$ cat config.mk
export PLATFORM = sky130hd
export DESIGN_NAME = lsc_sequence_counter
export DESIGN_NICKNAME = d
export VERILOG_FILES = /design/src/include/lsc_pkg.sv /design/src/hdl/lsc_muxed_flipflop_with_enable.sv /design/src/hdl/lsc_sequence_counter.sv
export SDC_FILE = /design/constraint.sdc
export NUM_CORES = 1
export LEC_CHECK = 0
export ABC_CLOCK_PERIOD_IN_PS = 12450
export BUFFER_PORTS_ARGS = -buffer_cell sky130_fd_sc_hd__buf_2
export CAP_MARGIN = 20
export CORE_MARGIN = 2
export CORE_UTILIZATION = 40
export DETAILED_ROUTE_END_ITERATION = 7
export SYNTH_ARGS = -nofsm -noshare
export SYNTH_HDL_FRONTEND = slang
export SYNTH_SLANG_ARGS = --single-unit
$ cat constraint.sdc
create_clock -name ref_clk_in -period 12.45 [get_ports ref_clk_in]
set_input_delay 0 -clock ref_clk_in [delete_from_list [all_inputs] [get_ports ref_clk_in]]
set_output_delay 0 -clock ref_clk_in [all_outputs]
set_load 0.005 [all_outputs]
$ cat src/include/lsc_pkg.sv
// constants, field layout and tap tables of the sequence counter
package lsc_pkg;

    localparam int          LSC_W          = 32;
    localparam int          LSC_BANKS      = 4;

    // register byte offsets
    localparam logic [7:0]  OFF_CTRL       = 8'h00;
    localparam logic [7:0]  OFF_STATE      = 8'h04;
    localparam logic [7:0]  OFF_DELAY      = 8'h08;
    localparam logic [7:0]  OFF_STATUS     = 8'h0c;
    localparam logic [7:0]  OFF_LOAD0      = 8'h10;
    localparam logic [7:0]  OFF_END0       = 8'h20;

    // control field positions
    localparam int          CTRL_RUN_BIT   = 0;
    localparam int          CTRL_XNOR_BIT  = 1;
    localparam int          CTRL_LEN_LSB   = 2;
    localparam int          CTRL_AUTO_BIT  = 5;
    localparam int          CTRL_LOAD_BIT  = 6;
    localparam int          CTRL_MOD_LSB   = 8;
    localparam logic [31:0] CTRL_WMASK     = 32'h0000_033f;

    // length select codes
    localparam logic [2:0]  LEN_SEL_4      = 3'h0;
    localparam logic [2:0]  LEN_SEL_8      = 3'h1;
    localparam logic [2:0]  LEN_SEL_9      = 3'h2;
    localparam logic [2:0]  LEN_SEL_16     = 3'h3;
    localparam logic [2:0]  LEN_SEL_24     = 3'h4;
    localparam logic [2:0]  LEN_SEL_31     = 3'h5;

    // tap masks, stage k sits at bit k-1; multitap lists number bits from zero,
    // so their last listed tap is the last stage and the cycle stays maximal
    localparam logic [31:0] TAP_4          = 32'h0000_0009;
    localparam logic [31:0] TAP_8          = 32'h0000_00b8;
    localparam logic [31:0] TAP_9          = 32'h0000_0110;
    localparam logic [31:0] TAP_16         = 32'h0000_b400;
    localparam logic [31:0] TAP_24         = 32'h00e1_0000;
    localparam logic [31:0] TAP_31         = 32'h4800_0000;

    // values after reset
    localparam logic [31:0] CTRL_RST       = 32'h0000_0028;
    localparam logic [31:0] LFSR_RST       = 32'h0000_0001;
    localparam logic [31:0] LOAD_RST       = 32'h0000_0001;
    localparam logic [31:0] END_RST        = 32'h0000_0080;

    function automatic logic [31:0] lsc_len_mask(input logic [2:0] s);
        case (s)
            LEN_SEL_4:  return 32'h0000_000f;
            LEN_SEL_8:  return 32'h0000_00ff;
            LEN_SEL_16: return 32'h0000_ffff;
            LEN_SEL_24: return 32'h00ff_ffff;
            LEN_SEL_31: return 32'h7fff_ffff;
            default:    return 32'h0000_01ff;
        endcase
    endfunction

    function automatic logic [31:0] lsc_tap_mask(input logic [2:0] s);
        case (s)
            LEN_SEL_4:  return TAP_4;
            LEN_SEL_8:  return TAP_8;
            LEN_SEL_16: return TAP_16;
            LEN_SEL_24: return TAP_24;
            LEN_SEL_31: return TAP_31;
            default:    return TAP_9;
        endcase
    endfunction

    function automatic logic lsc_in_bank(input logic [7:0] a, input logic [7:0] base);
        return a[7:4] == base[7:4];
    endfunction

endpackage

$ cat src/hdl/lsc_muxed_flipflop_with_enable.sv
// one loadable shift stage: d flip-flop behind a two-way input mux
`timescale 1ns/100ps
module lsc_muxed_flipflop_with_enable #(
    parameter logic RST_VAL = 1'b0
) (
    // clock and reset
    input  wire logic ref_clk_in,
    input  wire logic rst_in,
    // controls
    input  wire logic load_in,
    input  wire logic enable_in,
    // data
    input  wire logic load_d_in,
    input  wire logic shift_d_in,
    output logic      q_out
);

    always_ff @(posedge ref_clk_in or posedge rst_in)
    begin
        if (rst_in)
            q_out <= RST_VAL;
        else if (load_in)
            q_out <= load_d_in;
        else if (enable_in)
            q_out <= shift_d_in;
    end

endmodule // lsc_muxed_flipflop_with_enable

$ cat src/hdl/lsc_sequence_counter.sv
// pseudo-random sequence counter with ahb-lite register slave
`timescale 1ns/100ps
module lsc_sequence_counter #(
    parameter int MAX_DELAY = 7
) (
    // clock and reset
    input  wire logic                       ref_clk_in,
    input  wire logic                       rst_in,
    // ahb-lite slave
    input  wire logic                       hsel_in,
    input  wire logic [31:0]                haddr_in,
    input  wire logic [1:0]                 htrans_in,
    input  wire logic                       hwrite_in,
    input  wire logic [2:0]                 hsize_in,
    input  wire logic                       hready_in,
    input  wire logic [31:0]                hwdata_in,
    output logic      [31:0]                hrdata_out,
    output logic                            hreadyout_out,
    output logic                            hresp_out,
    // cascade and sequence
    input  wire logic                       cascade_en_in,
    output logic                            tc_out,
    output logic      [lsc_pkg::LSC_W-1:0]  state_out
);
    import lsc_pkg::*;

    localparam int DW = (MAX_DELAY < 2) ? 1 : $clog2(MAX_DELAY + 1);

    if (MAX_DELAY < 1 || MAX_DELAY > 15)
    begin : g_check
        $error("MAX_DELAY must lie in 1..15");
    end

    ////////////////////////////////////////////////////////////////////////////
    // registers
    logic [31:0]    ctrl;
    logic [31:0]    load_val [LSC_BANKS];
    logic [31:0]    end_val  [LSC_BANKS];
    logic [DW-1:0]  dly;
    logic [15:0]    tc_count;
    logic           wr_pend;
    logic           rd_pend;
    logic [7:0]     ph_addr;
    logic           sw_load;
    logic [MAX_DELAY-1:0] det_pipe;
    logic [LSC_W-1:0] q;

    ////////////////////////////////////////////////////////////////////////////
    // bus decode
    wire        addr_ok   = hsel_in & htrans_in[1] & hready_in;
    wire        wr_ctrl   = wr_pend & (ph_addr == OFF_CTRL);
    wire        wr_delay  = wr_pend & (ph_addr == OFF_DELAY);
    wire        wr_status = wr_pend & (ph_addr == OFF_STATUS);
    wire        wr_load   = wr_pend & lsc_in_bank(ph_addr, OFF_LOAD0);
    wire        wr_end    = wr_pend & lsc_in_bank(ph_addr, OFF_END0);
    wire [1:0]  bank_idx  = ph_addr[3:2];
    wire [DW-1:0] dly_wr  = (hwdata_in > 32'(MAX_DELAY)) ? DW'(MAX_DELAY) : hwdata_in[DW-1:0];

    ////////////////////////////////////////////////////////////////////////////
    // control fields
    wire        run       = ctrl[CTRL_RUN_BIT];
    wire        xnor_mode = ctrl[CTRL_XNOR_BIT];
    wire        auto_rld  = ctrl[CTRL_AUTO_BIT];
    wire [2:0]  len_sel   = ctrl[CTRL_LEN_LSB +: 3];
    wire [1:0]  mod_sel   = ctrl[CTRL_MOD_LSB +: 2];
    wire [31:0] len_mask  = lsc_len_mask(len_sel);
    wire [31:0] tap_mask  = lsc_tap_mask(len_sel);
    wire [31:0] lock_pat  = xnor_mode ? len_mask : 32'h0;
    wire [31:0] q_masked  = q & len_mask;

    ////////////////////////////////////////////////////////////////////////////
    // feedback, detection and load selection
    // one parity tree over masked taps: longer lengths add stages, not levels
    wire        fb_par    = ^(q & tap_mask);
    wire        fb        = fb_par ^ xnor_mode;
    wire [31:0] start_sel = load_val[mod_sel] & len_mask;
    wire [31:0] end_sel   = end_val[mod_sel] & len_mask;
    // a start value equal to the lock state would freeze the counter
    wire        lock_hit  = (start_sel == lock_pat);
    wire [31:0] load_value = start_sel ^ {31'h0, lock_hit};
    wire        load_now  = sw_load | (tc_out & auto_rld);
    wire        count_en  = run & cascade_en_in;
    wire        step      = count_en & ~load_now;
    wire        match     = (q_masked == end_sel);
    wire        detect    = match & step;
    wire [MAX_DELAY:0] det_vec = {det_pipe, detect};

    ////////////////////////////////////////////////////////////////////////////
    // shift stages
    for (genvar i = 0; i < LSC_W; i++)
    begin : g_stage
        wire shift_d = (i == 0) ? fb : (len_mask[i] & q[(i == 0) ? 0 : i - 1]);
        lsc_muxed_flipflop_with_enable #(
            .RST_VAL    (LFSR_RST[i])
        ) u_stage (
            .ref_clk_in (ref_clk_in),
            .rst_in     (rst_in),
            .load_in    (load_now),
            .enable_in  (count_en),
            .load_d_in  (load_value[i]),
            .shift_d_in (shift_d),
            .q_out      (q[i])
        );
    end

    assign state_out     = q;
    assign hreadyout_out = ~rd_pend;
    assign hresp_out     = 1'b0;

    ////////////////////////////////////////////////////////////////////////////
    // bus phases; reads take one wait state so that they see a write just before
    always_ff @(posedge ref_clk_in or posedge rst_in)
    begin
        if (rst_in)
        begin
            wr_pend <= 1'b0;
            rd_pend <= 1'b0;
            ph_addr <= 8'h00;
        end
        else
        begin
            wr_pend <= addr_ok & hwrite_in;
            rd_pend <= addr_ok & ~hwrite_in;
            if (addr_ok)
                ph_addr <= haddr_in[7:0];
        end
    end

    wire [31:0] rd_word =
        (ph_addr == OFF_CTRL)          ? ctrl :
        (ph_addr == OFF_STATE)         ? q_masked :
        (ph_addr == OFF_DELAY)         ? 32'(dly) :
        (ph_addr == OFF_STATUS)        ? {16'h0, tc_count} :
        lsc_in_bank(ph_addr, OFF_LOAD0) ? load_val[bank_idx] :
        lsc_in_bank(ph_addr, OFF_END0)  ? end_val[bank_idx] : 32'h0;

    always_ff @(posedge ref_clk_in or posedge rst_in)
    begin
        if (rst_in)
            hrdata_out <= 32'h0;
        else if (rd_pend)
            hrdata_out <= rd_word;
    end

    ////////////////////////////////////////////////////////////////////////////
    // register writes
    always_ff @(posedge ref_clk_in or posedge rst_in)
    begin
        if (rst_in)
        begin
            ctrl    <= CTRL_RST;
            dly     <= '0;
            sw_load <= 1'b0;
        end
        else
        begin
            if (wr_ctrl)
                ctrl <= hwdata_in & CTRL_WMASK;
            if (wr_delay)
                dly <= dly_wr;
            sw_load <= wr_ctrl & hwdata_in[CTRL_LOAD_BIT];
        end
    end

    always_ff @(posedge ref_clk_in or posedge rst_in)
    begin
        if (rst_in)
        begin
            load_val <= '{default: LOAD_RST};
            end_val  <= '{default: END_RST};
        end
        else
        begin
            if (wr_load)
                load_val[bank_idx] <= hwdata_in;
            if (wr_end)
                end_val[bank_idx] <= hwdata_in;
        end
    end

    ////////////////////////////////////////////////////////////////////////////
    // end detection pipeline and terminal count
    always_ff @(posedge ref_clk_in or posedge rst_in)
    begin
        if (rst_in)
        begin
            det_pipe <= '0;
            tc_out   <= 1'b0;
        end
        else
        begin
            det_pipe <= det_vec[MAX_DELAY-1:0];
            tc_out   <= det_vec[dly];
        end
    end

    // a terminal count in the clearing cycle still counts
    always_ff @(posedge ref_clk_in or posedge rst_in)
    begin
        if (rst_in)
            tc_count <= 16'h0;
        else if (wr_status)
            tc_count <= {15'h0, tc_out};
        else if (tc_out)
            tc_count <= 16'(tc_count + 16'h1);
    end

    wire [31:0] hi_mask = len_mask & ~32'h1;
endmodule // lsc_sequence_counter

# --- Yosys cells after proc, flatten, opt, wreduce, memory -nomap -nowiden ---
# Cells that the tools add are included.
word_totals:
  ff_bits: 366
  input_bits: 75
  out_inout_bits: 67
  word_cells: 224
classes:
  addsub: 1
  order_cmp: 5
  eq_ne: 11
  mux: 94
  bitwise: 57
  reduce_logical: 6
op_table:
  columns: ["cell", "count"]
  rows:
  - ["$mux W32", 16]
  - ["$pmux W31 S5", 2]
  - ["$bmux W32 S2", 4]
  - ["$bwmux W128", 2]
  - ["$and A32 B32 Y32", 4]
  - ["$mux W1", 65]
  - ["$demux W32 S2", 1]
  - ["$eq A32 B32 Y1", 2]
  - ["$and A1 B1 Y1", 44]
  - ["$gt A32 B3 Y1 const B", 1]
  - ["$mux W16", 2]
  - ["$reduce_xor A32 Y1", 1]
  - ["$xor A32 B1 Y32", 1]
  - ["$add A16 B1 Y16 const B", 1]
  - ["$eq A8 B4 Y1 const B", 2]
  - ["$eq A8 B3 Y1 const B", 1]
  - ["$logic_not A8 Y1", 1]
  - ["$eq A3 B3 Y1 const B", 2]
  - ["$ge A3 B3 Y1 const B", 2]
  - ["$not A2 Y3", 2]
  - ["$eq A4 B1 Y1 const B", 1]
  - ["$eq A4 B2 Y1 const B", 1]
  - ["$lt A3 B4 Y1 const B", 1]
  - ["$reduce_bool A2 Y1", 2]
  - ["other kinds (11)", 13]

# --- Logic depth before layout (Yosys ltp) ---
# Gate-level depths: netlist (run 1).
depth:
  depth_word: 10
  mapped_depth: 10
  mapped_depth_nobuf: 7

# --- By module ---
# From an unflattened synthesis (run 1), not the netlist that was laid out.
hier_totals:
  hier_cells: 1490
  area_unflattened_um2: 19296.0
by_module_without_submodules:
  columns: ["module", "instances", "cells_each", "area_each_um2", "seq_area_each_um2"]
  rows:
  - ["lsc_sequence_counter", 1, 1330, 17773.3, 8370.5]
  - ["lsc_muxed_flipflop_with_enable at g_stage[10].u_stage ...", 31, 5, 47.5, 25.0]
  - ["lsc_muxed_flipflop_with_enable at g_stage[0].u_stage", 1, 5, 48.8, 26.3]

# --- Worst setup path before layout (run 1) ---
# No wires, ideal clock.
synth_path:
  kind: "register to register"
  startpoint: "reg ctrl[8]"
  endpoint: "reg g_stage[0].u_stage.q_out"
  setup_time_ps: 90
  t_arrival_ps: 2343
  required_ps: 12360
  slack_ps: 10017
  stages_incl_launch_ff: 11
  path_buffers: 3
  period_less_slack_ps: 2433
  cell_sequence: "dfrtp_1 buf_6 buf_2 buf_2 mux4_1 a211o_1 nor4_1 o22ai_1 nor4_2 xnor2_1 mux2i_1"
synth_between:
  elab_chain_len: 8
synth_rtl:
  columns: ["element", "line", "source"]
  rows:
  - ["start: declaration", "lsc_sequence_counter.sv:36", "logic [31:0] ctrl;"]
  - ["start signal: assignment", "lsc_sequence_counter.sv:158", "ctrl <= hwdata_in & CTRL_WMASK;"]
  - ["$not A2 Y3 (not written as such) *", "lsc_sequence_counter.sv:76", "wire [31:0] start_sel = load_val[mod_sel] & len_mask;"]
  - ["$bmux W32 S2 *", "lsc_sequence_counter.sv:76", null]
  - ["$mux W32 (not written as such) * (2 in series)", "lsc_sequence_counter.sv:76", null]
  - ["$and A32 B32 Y32 *", "lsc_sequence_counter.sv:76", null]
  - ["$eq A32 B32 Y1", "lsc_sequence_counter.sv:79", "wire lock_hit = (start_sel == lock_pat);"]
  - ["$xor A32 B1 Y32 *", "lsc_sequence_counter.sv:80", "wire [31:0] load_value = start_sel ^ {31'h0, lock_hit};"]
  - ["$mux W1 *", "lsc_muxed_flipflop_with_enable.sv:22", "else if (load_in)"]
  - ["end signal: assignment", "lsc_muxed_flipflop_with_enable.sv:23", "q_out <= load_d_in;"]
  - ["end signal: assignment", "lsc_muxed_flipflop_with_enable.sv:25", "q_out <= shift_d_in;"]
  - ["end: declaration", "lsc_muxed_flipflop_with_enable.sv:15", "output logic q_out"]
# Every way passes the cells marked *; elsewhere a longest branch is shown, timed or not. The select of a mux whose other input is x is not followed.
# A chain may end at the register's enable or synchronous reset.

# --- Worst setup path in the final report (run 1) ---
layout_path:
  startpoint: "reg ctrl[8]"
  endpoint: "reg tc_out"
layout_between:
  elab_chain_len: 9
layout_rtl:
  columns: ["element", "line", "source"]
  rows:
  - ["$not A2 Y3 (not written as such)", "lsc_sequence_counter.sv:77", "wire [31:0] end_sel = end_val[mod_sel] & len_mask;"]
  - ["$bmux W32 S2", "lsc_sequence_counter.sv:77", null]
  - ["$mux W32 (not written as such) (2 in series)", "lsc_sequence_counter.sv:77", null]
  - ["$and A32 B32 Y32", "lsc_sequence_counter.sv:77", null]
  - ["$eq A32 B32 Y1", "lsc_sequence_counter.sv:84", "wire match = (q_masked == end_sel);"]
  - ["$and A1 B1 Y1", "lsc_sequence_counter.sv:85", "wire detect = match & step;"]
  - ["$bmux W1 S3", "lsc_sequence_counter.sv:193", "tc_out <= det_vec[dly];"]
  - ["$mux W1 (not written as such)", "lsc_sequence_counter.sv:193", null]
  - ["end signal: assignment", "lsc_sequence_counter.sv:193", null]
  - ["end: declaration", "lsc_sequence_counter.sv:22", "output logic tc_out,"]
# Every way passes these cells. The select of a mux whose other input is x is not followed.

==> metrics.md, run 1 <==
| Metric | Value |
|---|---|
| Status | `complete, no violations` |
| DRC Markers | `0` |
| Final Skew | `15.7 ps` |
| Vias in the first global route | `13,000` |
| Post-synthesis instance total | `1,392` |
| Root buf cell | `clkbuf_16` |
| First-iteration detailed-routing DRC count | `1,003` |
| Post-synth EDFFs | `0` |
| Rows | `79` |
| Unrepaired setup endpoints after global routing | `false` |
| CTS buffer count | `between 40 and 50` |
| Period utilisation layout | `29.8%` |
| Worst hold-check path type | `in2reg` |
| Ys Warns | `0` |
| Mapped Area | `0.0187 mm^2` |
| Post-synthesis cell type count | `56` |
| Sequential fraction of the synthesis area | `48.9%` |
| Antenna violations before repair | `2` |
| TNS Setup | `0 ps` |
| Die H | `220 um` |
| CTS clk-pin slew, worst paths | `60 ps` |
| Core area | `0.0464 mm^2` |
| Total power density per cell area | `approximately 150 mW/mm^2` |
| Synth Flop Type | `dfrtp_1` |
| CP Launch Type | `register` |
| Design Area, Final | `0.0215 mm^2` |
| Max-Cap Viols | `0` |
| Most common cell after layout, fill and taps aside | `dfrtp_1` |
| Vias | `12,700` |
| Required @ worst endpoint | `roughly 13,000 ps` |
| Dpl cells | `2,004` |
| Reg2Reg Setup Slack | `~8700 ps` |
| Total Routing Usage GR | `22.6%` |
| Clock buffer depth | `3` |
| Commonest non-fill, non-tap cells in the layout | `dfrtp_1 (349), mux2_2 (275), mux4_2 (124)` |
| Post-route ant nets | `0` |
| Slew at the pin closest to its max-slew limit | `1010 ps` |
| H-Tree Depth | `2` |
| CP Capture Type | `register` |
| Max Fclk | `roughly 0.27 GHz` |
| Setup Crit Path Kind | `reg2reg` |
| Min cycle time layout | `3700 ps` |
| Clk Latency, worst-skew pair | `550 ps` |
| Yosys reg bits | `365` |
| Final setup viols | `0` |
| Via density | `5.98` |
| Pin count of the biggest net entering global routing | `80` |
| DR WL/cell | `25.2 um` |
| Setup repair bufs after CTS | `0` |
| R2R depth | `7` |
| Number of clock sinks | `365` |
| Critical path peak fanout | `34` |
| Initial Util | `40.3%` |
| Final design utilization | `46.5%` |
| Synth Area per Inst | `about 13 um^2` |
| Die width | `between 200 and 250 um` |
| Fraction of registers with async set/reset | `100%` |
| Critical path data arrival time | `4180 ps` |
| Hold path depth | `3` |
| Total power | `3.32 mW` |
| Post-DP HPWL | `33,400 um` |
| Post-DP Area | `0.0196 mm^2` |
| Io pins | `142` |
| GR Overflow Total | `0` |
| # resized after CTS | `0` |
| Hold_sp | `htrans_in[1]` |
| R2R Path End | `tc_out$_DFF_PP0_` |
| CTS tree | `yes` |
| Final Hold Viols | `0` |
| Routability congestion estimate | `roughly 0.85` |
| First-pass GRT wire length | `82,200 um` |
| Slew headroom | `between 30 and 40%` |
| Cts hold-fix bufs | `43` |
| Non-Filler Instances | `about 2,100` |
| Hold path endpoint | `rd_pend$_DFF_PP0_` |
| Routed wire length | `53,600 um` |
| Worst r2r src | `ctrl[8]$_DFFE_PP0P_` |
| Leakage | `9.41 nW` |
| Layout area overhead | `15.2%` |
| Fin. max-slew vios | `0` |
| DR pass1 iterations | `8` |
| Worst VDD drop | `0.0967 mV` |
| Post-layout nets | `1,560` |
| Die area | `0.0485 mm^2` |
| Post-place setup slack | `8670 ps` |
| Share of layout cells above drive strength 1 | `a little over two fifths` |
| Setup ws final | `8750 ps` |
| Final hold slack | `9.50 ps` |
| IO buf count | `111` |
[how the worst max path moves through the flow]
stage,from,to,slack (ps),cells past startpoint
after global placement,ctrl[8]$_DFFE_PP0P_,tc_out$_DFF_PP0_,8730,7
after CTS,ctrl[8]$_DFFE_PP0P_,tc_out$_DFF_PP0_,8650,7
final,ctrl[8]$_DFFE_PP0P_,tc_out$_DFF_PP0_,8750,7
after floorplan,rst_in,ctrl[0]$_DFFE_PP0P_,2340,1
after global routing,ctrl[8]$_DFFE_PP0P_,tc_out$_DFF_PP0_,8500,7
after detailed placement,ctrl[8]$_DFFE_PP0P_,tc_out$_DFF_PP0_,8670,7
[cells in the mapped netlist (all sizes together), types with 19 or more instances]
cell type  instances  area (um^2)
a21oi             69          345
a22oi             41          308
buf               70          429
clkbuf            61          229
dfrtp            354         8860
mux2             275         3100
mux4             127         2870
nand2             55          206
nand3             19         95.1
nor2              71          267
o21ai             43          215
xnor2             24          210
xor2              22          193
[kinds of logic (layout without fill, tap and decap cells)]
family / Yosys count / count (layout) / synth area share (%)
mux: 412 / 412 / 32.4
flops: 365 / 365 / 48.9
simple gates: 211 / 211 / 5.27
compound gates: 210 / 210 / 7.31
buf+inv: 146 / 268 / 3.82
xor+xnor: 46 / 46 / 2.15
fa+ha+maj: 1 / 1 / 0.0669
other cells: 1 / 4 / 0.0201
[layer usage]
metal	vias up	track usage [%]	part of all wire, %	routed length, um
met3	92	4.18	6.8	3640
met4	0	7.40	2.8	1480
met2	441	36.3	48	25800
met1	6698	31.0	42	22700
met5	-	0	0	0
li1	5469	-	-	-
[final cells by class]
cell class | instances | area, um^2
sequential | 365 | 9160
tap | 607 | 759
fill | 4107 | 24800
timing repair buffer | 179 | 1190
inverter | 15 | 63.8
antenna | 2 | 5.00
clock buffer | 63 | 1280
clock inverter | 11 | 161
multi-input combinational | 882 | 8920
[registers in the layout (all words and copies together) (netlist names)]
register               cells
dly                        3
det_pipe                   7
ph_addr                    8
hrdata_out                32
tc_count                  16
load_val                 128
sw_load                    1
tc_out                     1
g_stage.u_stage.q_out     31
end_val                  128
rd_pend                    1
ctrl                       8
wr_pend                    1
[critical path, stage by stage (launching register included)]
cell	delay [ps]
dfrtp_4	850
buf_4	720
mux4_2	610
xor2_1	180
nor4_1	710
a41o_1	330
nand2_1	60
o21ai_0	130
[power breakdown]
group | total [mW] | switching [mW] | internal (mW) | leakage, nW
combinational | 0.587 | 0.280 | 0.307 | 3.92
clock | 1.28 | 0.494 | 0.790 | 0.712
sequential | 1.45 | 0.145 | 1.31 | 4.78
total | 3.32 | 0.919 | 2.41 | 9.41
Note: power is estimated with default switching activity, not from simulation.
==> inputs of run 2 (changes only) <==
--- a/config.mk
+++ b/config.mk
@@ -5,7 +5,8 @@
 export SDC_FILE = /design/constraint.sdc
 export NUM_CORES = 1
 export LEC_CHECK = 0
-export ABC_CLOCK_PERIOD_IN_PS = 12450
+export ABC_AREA = 1
+export ABC_CLOCK_PERIOD_IN_PS = 3050
 export BUFFER_PORTS_ARGS = -buffer_cell sky130_fd_sc_hd__buf_2
 export CAP_MARGIN = 20
 export CORE_MARGIN = 2
==> constraint.sdc (replaced) <==
create_clock -name ref_clk_in -period 3.05 [get_ports ref_clk_in]
set_input_delay 0 -clock ref_clk_in [delete_from_list [all_inputs] [get_ports ref_clk_in]]
set_output_delay 0 -clock ref_clk_in [all_outputs]
set_load 0.005 [all_outputs]
==> metrics.md, run 2 <==
| Metric | Value |
|---|---|
| Min cycle time layout | `2700 ps (-1010 ps)` |
| Routability congestion estimate | `0.893 (+4.6%)` |
| Synth top area share | `45.8% (-1.6 points)` |
| Die H | `224 um (+1.7%)` |
| Critical path peak fanout | `15 (-56%)` |
| Cell taking the most area after synthesis | `dfrtp_1` |
| Vias | `18,800 (+48%)` |
| Period utilisation layout | `88.5% (+59 points)` |
| Critical path data arrival time | `3190 ps (-990 ps)` |
| CTS clk-pin slew, worst paths | `60 ps (about the same)` |
| H-Tree Depth | `2 (unchanged)` |
| Routed wire length | `70,800 um (+32%)` |
| Unrepaired setup endpoints after global routing | `false` |
| Rows | `80 (+1.3%)` |
| Status | `complete, no violations` |
| Share of layout cells above drive strength 1 | `10.6% (-31 points)` |
| Most numerous cell in the Yosys netlist | `nand2_1` |
| Final Skew | `18.5 ps (+2.89 ps)` |
| DR pass1 iterations | `8 (unchanged)` |
| Antenna violations before repair | `0 (-2)` |
| Yosys reg bits | `365 (unchanged)` |
| Final Hold Viols | `0 (unchanged)` |
| Mapped Area | `0.0194 mm^2 (+3.5%)` |
| Ant. Diodes | `0 (-2)` |
| Post-synthesis instance total | `2,574 (+85%)` |
| Final design utilization | `46.4% (-0.11 points)` |
| Slew headroom | `45.7% (+13 points)` |
| First-iteration detailed-routing DRC count | `2,527 (+150%)` |
| DRC Markers | `0 (unchanged)` |
| First-pass GRT wire length | `107,000 um (+31%)` |
| Ys Warns | `0 (unchanged)` |
| Io pins | `142 (unchanged)` |
| Slew at the pin closest to its max-slew limit | `813 ps (-195 ps)` |
| Layout area overhead | `14.3%` |
| Via density | `5.70 (-4.6%)` |
| Post-synthesis cell type count | `52 (-7.1%)` |
| Core area | `0.0477 mm^2 (+3.0%)` |
| Total power density per cell area | `599 mW/mm^2 (+290%)` |
| Post-layout nets | `2,730 (+75%)` |
| Fraction of registers with async set/reset | `100% (unchanged)` |
| Max Fclk | `0.371 GHz (+37%)` |
| Post-synth EDFFs | `0 (unchanged)` |
| Die area | `0.0502 mm^2 (+3.5%)` |
| Post-route ant nets | `0 (unchanged)` |
| CTS tree | `yes` |
| Die width | `224 um (+1.7%)` |
| Xor/xnor share of the synthesized area | `0.633% (-1.5 points)` |
| Max-Cap Viols | `0 (unchanged)` |
| Synth Area per Inst | `7.52 um^2 (-44%)` |
| Leakage | `11.3 nW (+20%)` |
| Largest cells by area after synthesis | `dfrtp_1 (46%), nand2_1 (17%), o21ai_0 (8.7%)` |
| Post-synthesis compound-gate area fraction | `16.5% (+9.2 points)` |
| Initial Util | `40.6% (+0.21 points)` |
| Root buf cell | `clkbuf_16` |
| Multiplexer share of the synthesized area | `0.233% (-32 points)` |
| Clk Latency, worst-skew pair | `570 ps (+20 ps)` |
| IO buf count | `111 (unchanged)` |
| Number of clock sinks | `365 (unchanged)` |
| CP Capture Type | `register` |
| Fin. max-slew vios | `0 (unchanged)` |
| Most frequent cells after synthesis | `nand2_1 (885), dfrtp_1 (354), o21ai_0 (335)` |
| Total power | `13.3 mW (+300%)` |
| Main combinational cell family by area after synthesis | `simple AND/OR/NAND/NOR gates` |
| Worst VDD drop | `0.349 mV (+260%)` |
| Commonest non-fill, non-tap cells in the layout | `nand2_1 (877), dfrtp_1 (352), o21ai_0 (335)` |
| Total Routing Usage GR | `28.2% (+5.6 points)` |
| Most common cell after layout, fill and taps aside | `nand2_1` |
| Largest regs | `end_val: 128 flops, load_val: 128 flops, hrdata_out: 32 flops` |
| # resized after CTS | `0 (unchanged)` |
| Post-DP HPWL | `46,600 um (+39%)` |
| Pin count of the biggest net entering global routing | `127 (+59%)` |
| CTS buffer count | `40 (-2.4%)` |
| Post-Synth Adder-Cell Area | `0.0646% (-0.0023 points)` |
| TNS Setup | `0 ps (unchanged)` |
| Required @ worst endpoint | `3540 ps (-9380 ps)` |
| Sequential fraction of the synthesis area | `47.2% (-1.7 points)` |
| Filler Cell Count | `4,716 (+15%)` |
| Simple-Gate Fraction of Synth Area | `27.1% (+22 points)` |
| Vias in the first global route | `17,400 (+34%)` |
| Worst hold-check path type | `in2reg` |
| Clock buffer depth | `3 (unchanged)` |
| DR WL/cell | `21.5 um (-15%)` |
| CP Launch Type | `register` |
| Setup Crit Path Kind | `reg2reg` |
| Synth Flop Type | `dfrtp_1` |
| GR Overflow Total | `0 (unchanged)` |
| Final setup viols | `0 (unchanged)` |
[run 2: cell types whose count changed in the layout (fill, tap and decap cells not counted), sizes merged, moves of 16 or more]
cell / delta
xnor2: -20
nand2: +835
nor3: +16
o21ai: +309
inv: +138
nand4: +34
buf: +45
a21oi: -19
o221ai: +16
mux4: -127
o22ai: +61
nor2: +76
mux2: -271
nand3: +137
[run 2: final timing paths]
check,slack (ps),startpoint,depth (start not counted),endpoint
setup / recovery,350,ctrl[4]$_DFFE_PP0P_,12,tc_out$_DFF_PP0_
hold / removal,7,hready_in,3,wr_pend$_DFF_PP0_
setup reg to reg,350,ctrl[4]$_DFFE_PP0P_,12,tc_out$_DFF_PP0_
hold reg to reg,380,det_pipe[1]$_DFF_PP0_,0,det_pipe[2]$_DFF_PP0_
max in group asynchronous,2010,rst_in,4,load_val[44]$_DFFE_PP0P_
min in group asynchronous,140,rst_in,3,hrdata_out[20]$_DFFE_PP0P_
[run 2: power by group]
part | switching (mW) | leakage, nW | total [mW] | internal [mW]
registers | 0.437 | 3.75 | 5.84 | 5.40
logic | 1.63 | 6.86 | 2.53 | 0.901
clock network | 2.03 | 0.640 | 4.90 | 2.88
[run 2: critical path: stages (launching register included)]
cell	delay (ps)
dfrtp_1	420
inv_2	110
nor2_4	420
nand2_4	190
nor2_1	260
nor2_1	80
nor3_1	290
nand3b_1	250
nor2_1	160
nand2_1	140
nand2_1	90
nand2_1	50
a21oi_1	150
[run 2: timing repair]
action / in CTS / in global routing
setup endpoints to repair: 0 / 0
hold buffers: 42 / 0
setup buffers: 0 / 0
hold endpoints to repair: 294 / 0
[run 2: final cells by class]
class,instances,area (um^2),area share (%)
clock inverters,12,138,0.622
multi-input cells,1866,8660,39.1
inverters,158,599,2.71
repair buffers,223,1660,7.52
well taps,615,769,3.48
flip-flops and latches,365,9150,41.3
clock buffers,56,1150,5.21
[run 2: cell families (layout without fill, tap and decap cells)]
| kind of cell | Yosys count | after routing |
|---|---|---|
| other cells | 1 | 2 |
| mux | 4 | 4 |
| flops | 365 | 365 |
| buf+inv | 344 | 449 |
| simple gates | 1279 | 1279 |
| fa+ha+maj | 1 | 1 |
| compound gates | 566 | 566 |
| xor+xnor | 14 | 14 |
[run 2: through the flow]
| step | std cells | worst slack (ps) | hold slack (ps) | area [um^2] |
|---|---|---|---|---|
| after floorplan | 2575 | -1840 | 66.4 | 19400 |
| after global routing | 3295 | 181 | 49.0 | 22100 |
| final | 3295 | 352 | 7.37 | 22100 |
| after CTS | 3295 | 329 | 6.21 | 22100 |
| after detailed placement | 3185 | 371 | 172 | 20400 |
| after global placement | 3185 | 451 | 167 | 20400 |
[run 2: routing by layer]
| layer | global-route usage [%] | vias to the layer above | part of all wire (%) |
|---|---|---|---|
| met5 | 0 | - | 0 |
| met4 | 7.68 | 0 | 2.6 |
| met3 | 5.84 | 134 | 10 |
| met2 | 42.6 | 939 | 43 |
| met1 | 40.9 | 9036 | 44 |
| li1 | - | 8680 | - |
